### src/shared/fct_defines.svh
// Offsets, codes and counts of the cyclic telegram and acyclic access
`ifndef FCT_DEFINES_SVH
`define FCT_DEFINES_SVH
`define FCT_IN_PRI_VAL 4'h0
`define FCT_IN_PRI_STAT 4'h4
`define FCT_IN_SEC_VAL 4'h5
`define FCT_IN_SEC_STAT 4'h9
`define FCT_IN_LEN_PRI 4'h5
`define FCT_IN_LEN_BOTH 4'ha
`define FCT_OUT_LEN 4'h5
`define FCT_FLOAT_BIAS 8'h7f
`define FCT_ST_SEC_DEV_ERR 8'h0c
`define FCT_ST_PRI_DEV_ERR 8'h0f
`define FCT_ST_PRI_OOS 8'h1f
`define FCT_ST_SEC_SIM 8'h40
`define FCT_ST_PRI_LAST 8'h47
`define FCT_ST_PRI_SUBST 8'h4b
`define FCT_ST_PRI_INIT 8'h4f
`define FCT_ST_PRI_LIMCFG 8'h5c
`define FCT_ST_OK 8'h80
`define FCT_ST_BLK_ALARM 8'h84
`define FCT_ST_LO 8'h89
`define FCT_ST_HI 8'h8a
`define FCT_ST_LOLO 8'h8d
`define FCT_ST_HIHI 8'h8e
`define FCT_GOOD_MASK 8'hc0
`define FCT_GOOD_VAL 8'h80
`define FCT_SAP_MS1AC 8'h33
`define FCT_MS2AC_SAPS 2
`endif

### src/shared/fct_pkg.sv
// Types for the cyclic telegram framer
package fct_pkg;
    // Module kinds that may sit in a configuration slot
    typedef enum logic [1:0] {
        FCT_MOD_PRIMARY,
        FCT_MOD_SECONDARY,
        FCT_MOD_DISPLAY,
        FCT_MOD_FILLER
    } fct_mod_e;
    typedef enum logic [3:0] {
        FCT_PS_PRI_OK,
        FCT_PS_PRI_DEV_ERR,
        FCT_PS_PRI_OOS,
        FCT_PS_PRI_LAST,
        FCT_PS_PRI_SUBST,
        FCT_PS_PRI_INIT,
        FCT_PS_PRI_LIMCFG,
        FCT_PS_PRI_BLK_ALARM,
        FCT_PS_PRI_LO,
        FCT_PS_PRI_HI,
        FCT_PS_PRI_LOLO,
        FCT_PS_PRI_HIHI
    } fct_pri_cond_e;
    typedef enum logic [1:0] {
        FCT_SC_OK,
        FCT_SC_DEV_ERR,
        FCT_SC_SIM
    } fct_sec_cond_e;
endpackage

### src/shared/fct_link_if.sv
// Link between the transmitter end and the master end
`timescale 1ns/1ps
`default_nettype none
interface fct_link_if;
    // Configuration: three slots, sent by master, valid with cfg_valid
    fct_pkg::fct_mod_e cfg_slot0;
    fct_pkg::fct_mod_e cfg_slot1;
    fct_pkg::fct_mod_e cfg_slot2;
    logic cfg_valid;
    logic cfg_ok;
    // Input telegram bytes, device to master
    logic in_valid;
    logic [3:0] in_index;
    logic [7:0] in_byte;
    logic in_last;
    // Output telegram bytes, master to device
    logic out_valid;
    logic [3:0] out_index;
    logic [7:0] out_byte;
    logic out_last;
    // Acyclic session request and answer
    logic ac_req;
    logic [7:0] ac_sap;
    logic ac_open;
    logic ac_close;
    logic [7:0] ac_slot;
    logic [7:0] ac_index;
    logic ac_ack;
    logic ac_accept;
    modport device (
        input cfg_slot0, cfg_slot1, cfg_slot2, cfg_valid, out_valid, out_index, out_byte, out_last,
        input ac_req, ac_sap, ac_open, ac_close, ac_slot, ac_index,
        output cfg_ok, in_valid, in_index, in_byte, in_last, ac_ack, ac_accept
    );
    modport master (
        output cfg_slot0, cfg_slot1, cfg_slot2, cfg_valid, out_valid, out_index, out_byte, out_last,
        output ac_req, ac_sap, ac_open, ac_close, ac_slot, ac_index,
        input cfg_ok, in_valid, in_index, in_byte, in_last, ac_ack, ac_accept
    );
endinterface
`default_nettype wire

### src/rtl/fct_device.sv
// Transmitter end: builds input telegram, parses display telegram, gates acyclic sessions
`timescale 1ns/1ps
`default_nettype none
`include "fct_defines.svh"
module fct_device (
    input wire logic clk,
    input wire logic rstn,
    fct_link_if.device link,
    input wire logic [31:0] pri_value,
    input wire fct_pkg::fct_pri_cond_e pri_cond,
    input wire logic [31:0] sec_value,
    input wire fct_pkg::fct_sec_cond_e sec_cond,
    input wire logic send_start,
    output logic busy,
    output logic sec_enabled,
    output logic disp_enabled,
    output logic [31:0] disp_value,
    output logic [7:0] disp_status,
    output logic disp_error,
    output logic disp_update,
    output logic ac_grant,
    output logic [7:0] ac_slot_out,
    output logic [7:0] ac_index_out,
    output logic [1:0] sessions
);
    // ----------------------------------------
    // Status encoding
    // ----------------------------------------
    function automatic logic [7:0] pri_code(input fct_pkg::fct_pri_cond_e c);
        case (c)
            fct_pkg::FCT_PS_PRI_DEV_ERR: pri_code = `FCT_ST_PRI_DEV_ERR;
            fct_pkg::FCT_PS_PRI_OOS: pri_code = `FCT_ST_PRI_OOS;
            fct_pkg::FCT_PS_PRI_LAST: pri_code = `FCT_ST_PRI_LAST;
            fct_pkg::FCT_PS_PRI_SUBST: pri_code = `FCT_ST_PRI_SUBST;
            fct_pkg::FCT_PS_PRI_INIT: pri_code = `FCT_ST_PRI_INIT;
            fct_pkg::FCT_PS_PRI_LIMCFG: pri_code = `FCT_ST_PRI_LIMCFG;
            fct_pkg::FCT_PS_PRI_BLK_ALARM: pri_code = `FCT_ST_BLK_ALARM;
            fct_pkg::FCT_PS_PRI_LO: pri_code = `FCT_ST_LO;
            fct_pkg::FCT_PS_PRI_HI: pri_code = `FCT_ST_HI;
            fct_pkg::FCT_PS_PRI_LOLO: pri_code = `FCT_ST_LOLO;
            fct_pkg::FCT_PS_PRI_HIHI: pri_code = `FCT_ST_HIHI;
            default: pri_code = `FCT_ST_OK;
        endcase
    endfunction
    function automatic logic [7:0] sec_code(input fct_pkg::fct_sec_cond_e c);
        case (c)
            fct_pkg::FCT_SC_DEV_ERR: sec_code = `FCT_ST_SEC_DEV_ERR;
            fct_pkg::FCT_SC_SIM: sec_code = `FCT_ST_SEC_SIM;
            default: sec_code = `FCT_ST_OK;
        endcase
    endfunction

    // ----------------------------------------
    // Configuration check
    // ----------------------------------------
    logic sec_enabled_next, disp_enabled_next, cfg_ok_reg, cfg_ok_next;
    always_comb begin
        sec_enabled_next = sec_enabled;
        disp_enabled_next = disp_enabled;
        cfg_ok_next = cfg_ok_reg;
        if (link.cfg_valid) begin
            cfg_ok_next = 1'b0;
            if (link.cfg_slot0 == fct_pkg::FCT_MOD_PRIMARY) begin
                if (link.cfg_slot1 == fct_pkg::FCT_MOD_FILLER && link.cfg_slot2 == fct_pkg::FCT_MOD_FILLER) begin
                    cfg_ok_next = 1'b1;
                    sec_enabled_next = 1'b0;
                    disp_enabled_next = 1'b0;
                end else if (link.cfg_slot1 == fct_pkg::FCT_MOD_SECONDARY
                             && link.cfg_slot2 == fct_pkg::FCT_MOD_FILLER) begin
                    cfg_ok_next = 1'b1;
                    sec_enabled_next = 1'b1;
                    disp_enabled_next = 1'b0;
                end else if (link.cfg_slot1 == fct_pkg::FCT_MOD_FILLER
                             && link.cfg_slot2 == fct_pkg::FCT_MOD_DISPLAY) begin
                    cfg_ok_next = 1'b1;
                    sec_enabled_next = 1'b0;
                    disp_enabled_next = 1'b1;
                end else if (link.cfg_slot1 == fct_pkg::FCT_MOD_SECONDARY
                             && link.cfg_slot2 == fct_pkg::FCT_MOD_DISPLAY) begin
                    cfg_ok_next = 1'b1;
                    sec_enabled_next = 1'b1;
                    disp_enabled_next = 1'b1;
                end
            end
            // A rejected layout keeps the previous telegram shape
        end
    end

    // ----------------------------------------
    // Input telegram serializer
    // ----------------------------------------
    logic [79:0] frame_reg, frame_next;
    logic [3:0] idx_reg, idx_next, len_reg, len_next;
    logic busy_next, in_valid_reg, in_valid_next, in_last_reg, in_last_next;
    logic [7:0] in_byte_reg, in_byte_next;
    logic [3:0] in_index_reg, in_index_next;
    always_comb begin
        frame_next = frame_reg;
        idx_next = idx_reg;
        len_next = len_reg;
        busy_next = busy;
        in_valid_next = 1'b0;
        in_last_next = 1'b0;
        in_byte_next = in_byte_reg;
        in_index_next = in_index_reg;
        if (!busy && send_start) begin
            // Snapshot so a value changing mid-telegram cannot tear a float
            frame_next = {pri_value, pri_code(pri_cond), sec_value, sec_code(sec_cond)};
            len_next = sec_enabled ? `FCT_IN_LEN_BOTH : `FCT_IN_LEN_PRI;
            idx_next = 4'h0;
            busy_next = 1'b1;
        end else if (busy) begin
            in_valid_next = 1'b1;
            in_index_next = idx_reg;
            in_byte_next = frame_reg[79:72];
            frame_next = {frame_reg[71:0], 8'h00};
            in_last_next = (idx_reg == len_reg - 4'h1);
            idx_next = idx_reg + 4'h1;
            if (idx_reg == len_reg - 4'h1) begin
                busy_next = 1'b0;
            end
        end
    end

    // ----------------------------------------
    // Display telegram parser
    // ----------------------------------------
    logic [31:0] disp_value_next, disp_acc_reg, disp_acc_next;
    logic [7:0] disp_status_next;
    logic disp_error_next, disp_update_next;
    always_comb begin
        disp_acc_next = disp_acc_reg;
        disp_value_next = disp_value;
        disp_status_next = disp_status;
        disp_error_next = disp_error;
        disp_update_next = 1'b0;
        if (link.out_valid && disp_enabled) begin
            if (link.out_index < `FCT_IN_PRI_STAT) begin
                disp_acc_next = {disp_acc_reg[23:0], link.out_byte};
            end else if (link.out_index == `FCT_IN_PRI_STAT) begin
                disp_value_next = disp_acc_reg;
                disp_status_next = link.out_byte;
                disp_error_next = (link.out_byte & `FCT_GOOD_MASK) != `FCT_GOOD_VAL;
                disp_update_next = 1'b1;
            end
        end
    end

    // ----------------------------------------
    // Acyclic session gate
    // ----------------------------------------
    logic [1:0] sessions_next;
    logic ac_ack_reg, ac_ack_next, ac_accept_reg, ac_accept_next, ac_grant_next;
    logic [7:0] ac_slot_next, ac_index_next;
    always_comb begin
        sessions_next = sessions;
        ac_ack_next = 1'b0;
        ac_accept_next = 1'b0;
        ac_grant_next = 1'b0;
        ac_slot_next = ac_slot_out;
        ac_index_next = ac_index_out;
        if (link.ac_req) begin
            ac_ack_next = 1'b1;
            if (link.ac_sap == `FCT_SAP_MS1AC) begin
                ac_accept_next = 1'b0;
            end else if (link.ac_open) begin
                if (sessions < 2'(`FCT_MS2AC_SAPS)) begin
                    sessions_next = sessions + 2'h1;
                    ac_accept_next = 1'b1;
                end
            end else if (link.ac_close) begin
                if (sessions != 2'h0) begin
                    sessions_next = sessions - 2'h1;
                    ac_accept_next = 1'b1;
                end
            end else if (sessions != 2'h0) begin
                ac_accept_next = 1'b1;
                ac_grant_next = 1'b1;
                ac_slot_next = link.ac_slot;
                ac_index_next = link.ac_index;
            end
        end
    end

    always_ff @(posedge clk or negedge rstn) begin
        if (!rstn) begin
            sec_enabled <= 1'b0;
            disp_enabled <= 1'b0;
            cfg_ok_reg <= 1'b0;
            frame_reg <= 80'h0;
            idx_reg <= 4'h0;
            len_reg <= `FCT_IN_LEN_PRI;
            busy <= 1'b0;
            in_valid_reg <= 1'b0;
            in_last_reg <= 1'b0;
            in_byte_reg <= 8'h00;
            in_index_reg <= 4'h0;
            disp_acc_reg <= 32'h0;
            disp_value <= 32'h0;
            disp_status <= 8'h00;
            disp_error <= 1'b0;
            disp_update <= 1'b0;
            sessions <= 2'h0;
            ac_ack_reg <= 1'b0;
            ac_accept_reg <= 1'b0;
            ac_grant <= 1'b0;
            ac_slot_out <= 8'h00;
            ac_index_out <= 8'h00;
        end else begin
            sec_enabled <= sec_enabled_next;
            disp_enabled <= disp_enabled_next;
            cfg_ok_reg <= cfg_ok_next;
            frame_reg <= frame_next;
            idx_reg <= idx_next;
            len_reg <= len_next;
            busy <= busy_next;
            in_valid_reg <= in_valid_next;
            in_last_reg <= in_last_next;
            in_byte_reg <= in_byte_next;
            in_index_reg <= in_index_next;
            disp_acc_reg <= disp_acc_next;
            disp_value <= disp_value_next;
            disp_status <= disp_status_next;
            disp_error <= disp_error_next;
            disp_update <= disp_update_next;
            sessions <= sessions_next;
            ac_ack_reg <= ac_ack_next;
            ac_accept_reg <= ac_accept_next;
            ac_grant <= ac_grant_next;
            ac_slot_out <= ac_slot_next;
            ac_index_out <= ac_index_next;
        end
    end

    assign link.cfg_ok = cfg_ok_reg;
    assign link.in_valid = in_valid_reg;
    assign link.in_index = in_index_reg;
    assign link.in_byte = in_byte_reg;
    assign link.in_last = in_last_reg;
    assign link.ac_ack = ac_ack_reg;
    assign link.ac_accept = ac_accept_reg;
endmodule
`default_nettype wire

### src/flat_wrapper.sv
// flat-port wrapper written by rule: the top's interface ports become plain ports
module fct_device_flat 
  (clk, rstn, pri_value, pri_cond, sec_value, sec_cond, send_start, busy, sec_enabled, disp_enabled, disp_value, disp_status, disp_error, disp_update, ac_grant, ac_slot_out, ac_index_out, sessions, link_cfg_slot0, link_cfg_slot1, link_cfg_slot2, link_cfg_valid, link_out_valid, link_out_index, link_out_byte, link_out_last, link_ac_req, link_ac_sap, link_ac_open, link_ac_close, link_ac_slot, link_ac_index, link_cfg_ok, link_in_valid, link_in_index, link_in_byte, link_in_last, link_ac_ack, link_ac_accept);
  fct_link_if link_i ();
  input wire logic clk;
  input wire logic rstn;
  input wire logic [31:0] pri_value;
  input wire fct_pkg::fct_pri_cond_e pri_cond;
  input wire logic [31:0] sec_value;
  input wire fct_pkg::fct_sec_cond_e sec_cond;
  input wire logic send_start;
  output logic busy;
  output logic sec_enabled;
  output logic disp_enabled;
  output logic [31:0] disp_value;
  output logic [7:0] disp_status;
  output logic disp_error;
  output logic disp_update;
  output logic ac_grant;
  output logic [7:0] ac_slot_out;
  output logic [7:0] ac_index_out;
  output logic [1:0] sessions;
  input wire logic [$bits(link_i.cfg_slot0)-1:0] link_cfg_slot0;
  input wire logic [$bits(link_i.cfg_slot1)-1:0] link_cfg_slot1;
  input wire logic [$bits(link_i.cfg_slot2)-1:0] link_cfg_slot2;
  input wire logic [$bits(link_i.cfg_valid)-1:0] link_cfg_valid;
  input wire logic [$bits(link_i.out_valid)-1:0] link_out_valid;
  input wire logic [$bits(link_i.out_index)-1:0] link_out_index;
  input wire logic [$bits(link_i.out_byte)-1:0] link_out_byte;
  input wire logic [$bits(link_i.out_last)-1:0] link_out_last;
  input wire logic [$bits(link_i.ac_req)-1:0] link_ac_req;
  input wire logic [$bits(link_i.ac_sap)-1:0] link_ac_sap;
  input wire logic [$bits(link_i.ac_open)-1:0] link_ac_open;
  input wire logic [$bits(link_i.ac_close)-1:0] link_ac_close;
  input wire logic [$bits(link_i.ac_slot)-1:0] link_ac_slot;
  input wire logic [$bits(link_i.ac_index)-1:0] link_ac_index;
  output wire logic [$bits(link_i.cfg_ok)-1:0] link_cfg_ok;
  output wire logic [$bits(link_i.in_valid)-1:0] link_in_valid;
  output wire logic [$bits(link_i.in_index)-1:0] link_in_index;
  output wire logic [$bits(link_i.in_byte)-1:0] link_in_byte;
  output wire logic [$bits(link_i.in_last)-1:0] link_in_last;
  output wire logic [$bits(link_i.ac_ack)-1:0] link_ac_ack;
  output wire logic [$bits(link_i.ac_accept)-1:0] link_ac_accept;
  assign link_i.cfg_slot0 = link_cfg_slot0;
  assign link_i.cfg_slot1 = link_cfg_slot1;
  assign link_i.cfg_slot2 = link_cfg_slot2;
  assign link_i.cfg_valid = link_cfg_valid;
  assign link_i.out_valid = link_out_valid;
  assign link_i.out_index = link_out_index;
  assign link_i.out_byte = link_out_byte;
  assign link_i.out_last = link_out_last;
  assign link_i.ac_req = link_ac_req;
  assign link_i.ac_sap = link_ac_sap;
  assign link_i.ac_open = link_ac_open;
  assign link_i.ac_close = link_ac_close;
  assign link_i.ac_slot = link_ac_slot;
  assign link_i.ac_index = link_ac_index;
  assign link_cfg_ok = link_i.cfg_ok;
  assign link_in_valid = link_i.in_valid;
  assign link_in_index = link_i.in_index;
  assign link_in_byte = link_i.in_byte;
  assign link_in_last = link_i.in_last;
  assign link_ac_ack = link_i.ac_ack;
  assign link_ac_accept = link_i.ac_accept;
  fct_device u_core (.clk(clk), .rstn(rstn), .link(link_i), .pri_value(pri_value), .pri_cond(pri_cond), .sec_value(sec_value), .sec_cond(sec_cond), .send_start(send_start), .busy(busy), .sec_enabled(sec_enabled), .disp_enabled(disp_enabled), .disp_value(disp_value), .disp_status(disp_status), .disp_error(disp_error), .disp_update(disp_update), .ac_grant(ac_grant), .ac_slot_out(ac_slot_out), .ac_index_out(ac_index_out), .sessions(sessions));
endmodule
### config.mk
export PLATFORM = sky130hd
export DESIGN_NAME = fct_device_flat
export DESIGN_NICKNAME = d
export VERILOG_FILES = /design/src/shared/fct_pkg.sv /design/src/shared/fct_link_if.sv /design/src/rtl/fct_device.sv /design/src/flat_wrapper.sv
export VERILOG_INCLUDE_DIRS = /design/src /design/src/shared
export SDC_FILE = /design/constraint.sdc
export NUM_CORES = 1
export LEC_CHECK = 0
export BUFFER_PORTS_ARGS = -buffer_cell sky130_fd_sc_hd__buf_2
export CAP_MARGIN = 20
export CORE_UTILIZATION = 59
export CTS_BUF_LIST = sky130_fd_sc_hd__clkbuf_8
export DETAILED_ROUTE_END_ITERATION = 12
export GPL_ROUTABILITY_DRIVEN = 1
export PLACE_DENSITY_LB_ADDON = 0.25
export SETUP_SLACK_MARGIN = 0.3
export SYNTH_ARGS = -nofsm -noshare
export SYNTH_HDL_FRONTEND = slang
export SYNTH_SLANG_ARGS = --single-unit
### constraint.sdc
create_clock -name clk -period 5.46 [get_ports clk]
set_clock_uncertainty 0.2 [all_clocks]
set_input_delay 0.273 -clock clk [delete_from_list [all_inputs] [get_ports clk]]
set_output_delay 0.273 -clock clk [all_outputs]
set_load 0.01 [all_outputs]
==> run summary <==
status: complete, no violations
Critical-path top delay cell: dfrtp_4
sequential area share after synthesis: 59.66%
clock tree buffer depth: 2
Worst setup startpoint: u_core.busy
cell family with most CP delay: buffers and inverters
TritonCTS Buffers: 17
htree depth: 4
syn_nets: 764
number of synthesized register bits: 194
critical path type: flip-flop to output port
sw frac: 31.79%
routed vias: 5,835
final hold vios: 0
max FFs per register: 75
Netlist cell types: 38
Pwr Density: 384.8 nW/um^2
routed len/inst: 16.76 um
die height: 119.5 um
CTS root buffer: clkbuf_8
final net count: 1,051
predominant post-synthesis flop cell: dfrtp_1
Design Area, Final: 10,680 um^2
n_diodes: 0
antenna viol nets, final: 0
Avg Vias per Cell: 5.266
total grt overflow: 0
CP Buf/Inv Count: 2
initial antenna violation count: 0
Max Cap Violations: 0
setup tns final: 0 ns
Critical Path Stages: 2
Place WS: 2.843 ns
Hold Path Class: input pin to flip-flop
CP endpoint: busy
all-layer global routing usage: 27.17%
Clk pin slew, worst setup/hold paths: 0.10 ns
commonest non-fill, non-tap cell in the layout: buf_2
highest clock rate: 0.3676 GHz
clock latency on the worst-skew pair: 0.46 ns
# DRC: 0
IO buf count: 200
Final setup viols: 0
RSZ-0062 raised after global routing: no
Mapped Area: 8139 um^2
syn_area_per_cell: 12.88 um^2
P&R area growth vs syn: 31.16%
layout cells sized above 1: 37.34%
DP HPWL: 10,940 um
placed instance area: 9215 um^2
width of the chip: 119.5 um
number of global-route vias before repair: 6,131
worst hold stages: 4
CTS tree: done
Reg2Reg Setup Slack: 2.82 ns
worst reg2reg startpoint: u_core.busy
ys async rst share: 100.0%
clock sinks: 194
slack of the critical path: 2.740 ns
worst-path maximum fanout: 84
1st-pass router iterations: 4
sequential share of power: 51.9%
worst-margin pin slew: 1.046 ns
largest net degree at the start of global routing: 86
arrival time at the worst endpoint: 2.25 ns
Comb pwr share: 24.5%
worst reg2reg path endpoint: u_core.busy
FF-to-FF path depth: 4
Final period util: 49.82%
DRT Wirelength: 18,570 um
crit end category: output port
global-route wire length before repair: 30,150 um
Post-synth EDFFs: 0
synth warn: 0
initial core utilization: 60.98%
Starting DRT DRC Count: 336
required time of the critical path: 4.99 ns
Max-slew headroom: 30.25%
core area: 13,350 um^2
CP max stage delay: 0.84 ns
IO Pins: 202
crit path launch type: flip-flop
Final Wtd Congestion: 0.8287
P_leak: 0.005544 uW
die area: 14,270 um^2
maximum vdd drop: 233.8 uV
clock share of power: 23.7%
row count: 42
crit path time final: 2.720 ns
cell-internal power: 2802 uW
Post-Syn Instances: 632
Slew Limit Fails: 0
post_cts resized: 0
CP cell instances: buf_4 -> buf_2
net load switching power: 1306 uW
most frequent cells in the layout: buf_2, dfrtp_1, dlygate4sd3_1
worst min path at each step:
stage / endpoint / start / slack, ns
2_1_floorplan: u_core.ac_grant / rstn / -0.22
3_3_place_gp: u_core.frame_reg[64] / rstn / -0.03
3_5_place_dp: u_core.link.in_byte[0] / rstn / -0.03
4_1_cts: u_core.frame_reg[7] / sec_cond[1] / 0.002
5_1_grt: u_core.sessions[0] / link_ac_close / 0.03
6_report: u_core.sessions[0] / link_ac_close / 0.04
worst min-delay path: stages:
cell	delay [ns]
buf_2	0.11
o21ai_0	0.07
a211o_2	0.15
xnor2_1	0.06
kinds of logic after synthesis:
| family | after synthesis | share of synthesized area [%] |
|---|---|---|
| buffers and inverters | 52 | 3.197 |
| muxes | 170 | 22.89 |
| xor gates and xnor gates | 8 | 0.8609 |
| AOI/OAI and AO/OA | 97 | 6.564 |
| adders and majority gates | 11 | 1.691 |
| and+or+nand+nor | 100 | 5.135 |
| DFF | 194 | 59.66 |
synthesized netlist by cell type, types with 6 or more instances:
library cell,n,area [um^2]
a21oi_1,6,30.03
buf_2,9,45.04
clkbuf_1,20,75.07
dfrtp_1,193,4830
ha_1,11,137.6
inv_1,14,52.55
mux2_2,93,1047
mux2_4,9,135.1
mux2i_1,68,680.7
nand2_1,73,274.0
nor2_1,13,48.80
o21ai_0,77,385.4
what timing repair did:
item                                   4_1_cts  5_1_grt
setup buffers                                0        0
endpoints found under the hold margin      133        0
hold buffers                                98        0
power by group through the flow:
stage / sequential, uW / combinational, uW / clock (uW)
3_3_place_gp: 2110 / 890 / 0
4_1_cts: 2120 / 991 / 995
5_1_grt: 2180 / 1110 / 1050
6_report: 2130 / 1000 / 973
3_5_place_dp: 2140 / 927 / 0
2_1_floorplan: 2120 / 562 / 0
cell type report:
| cell class | count | area, um^2 |
|---|---|---|
| Sequential cell | 194 | 4860 |
| Multi-Input combinational cell | 386 | 3025 |
| Fill cell | 779 | 2673 |
| Timing Repair Buffer | 306 | 2093 |
| Clock buffer | 17 | 234.0 |
| Tap cell | 176 | 220.2 |
| Clock inverter | 15 | 190.2 |
| Inverter | 14 | 52.55 |
per-layer routing:
layer / vias up / wire, um / track usage (%)
met5: - / 0 / 0
met4: 0 / 391 / 9.766
li1: 2773 / - / -
met3: 33 / 941 / 5.699
met1: 2841 / 7846 / 34.01
met2: 188 / 9389 / 46.64
metrics by stage:
stage | cells | hold slack [ns] | total power [uW] | utilization [%]
4_1_cts | 1106 | 0.001693 | 4102 | 79.57
3_5_place_dp | 976 | -0.02653 | 3065 | 69.04
2_1_floorplan | 632 | -0.2226 | 2681 | -
6_report | 1108 | 0.03573 | 4107 | 79.98
5_1_grt | 1108 | 0.02546 | 4346 | 79.98
3_3_place_gp | 976 | -0.03127 | 3001 | 69.04
Note: power is estimated with default switching activity, not from simulation.
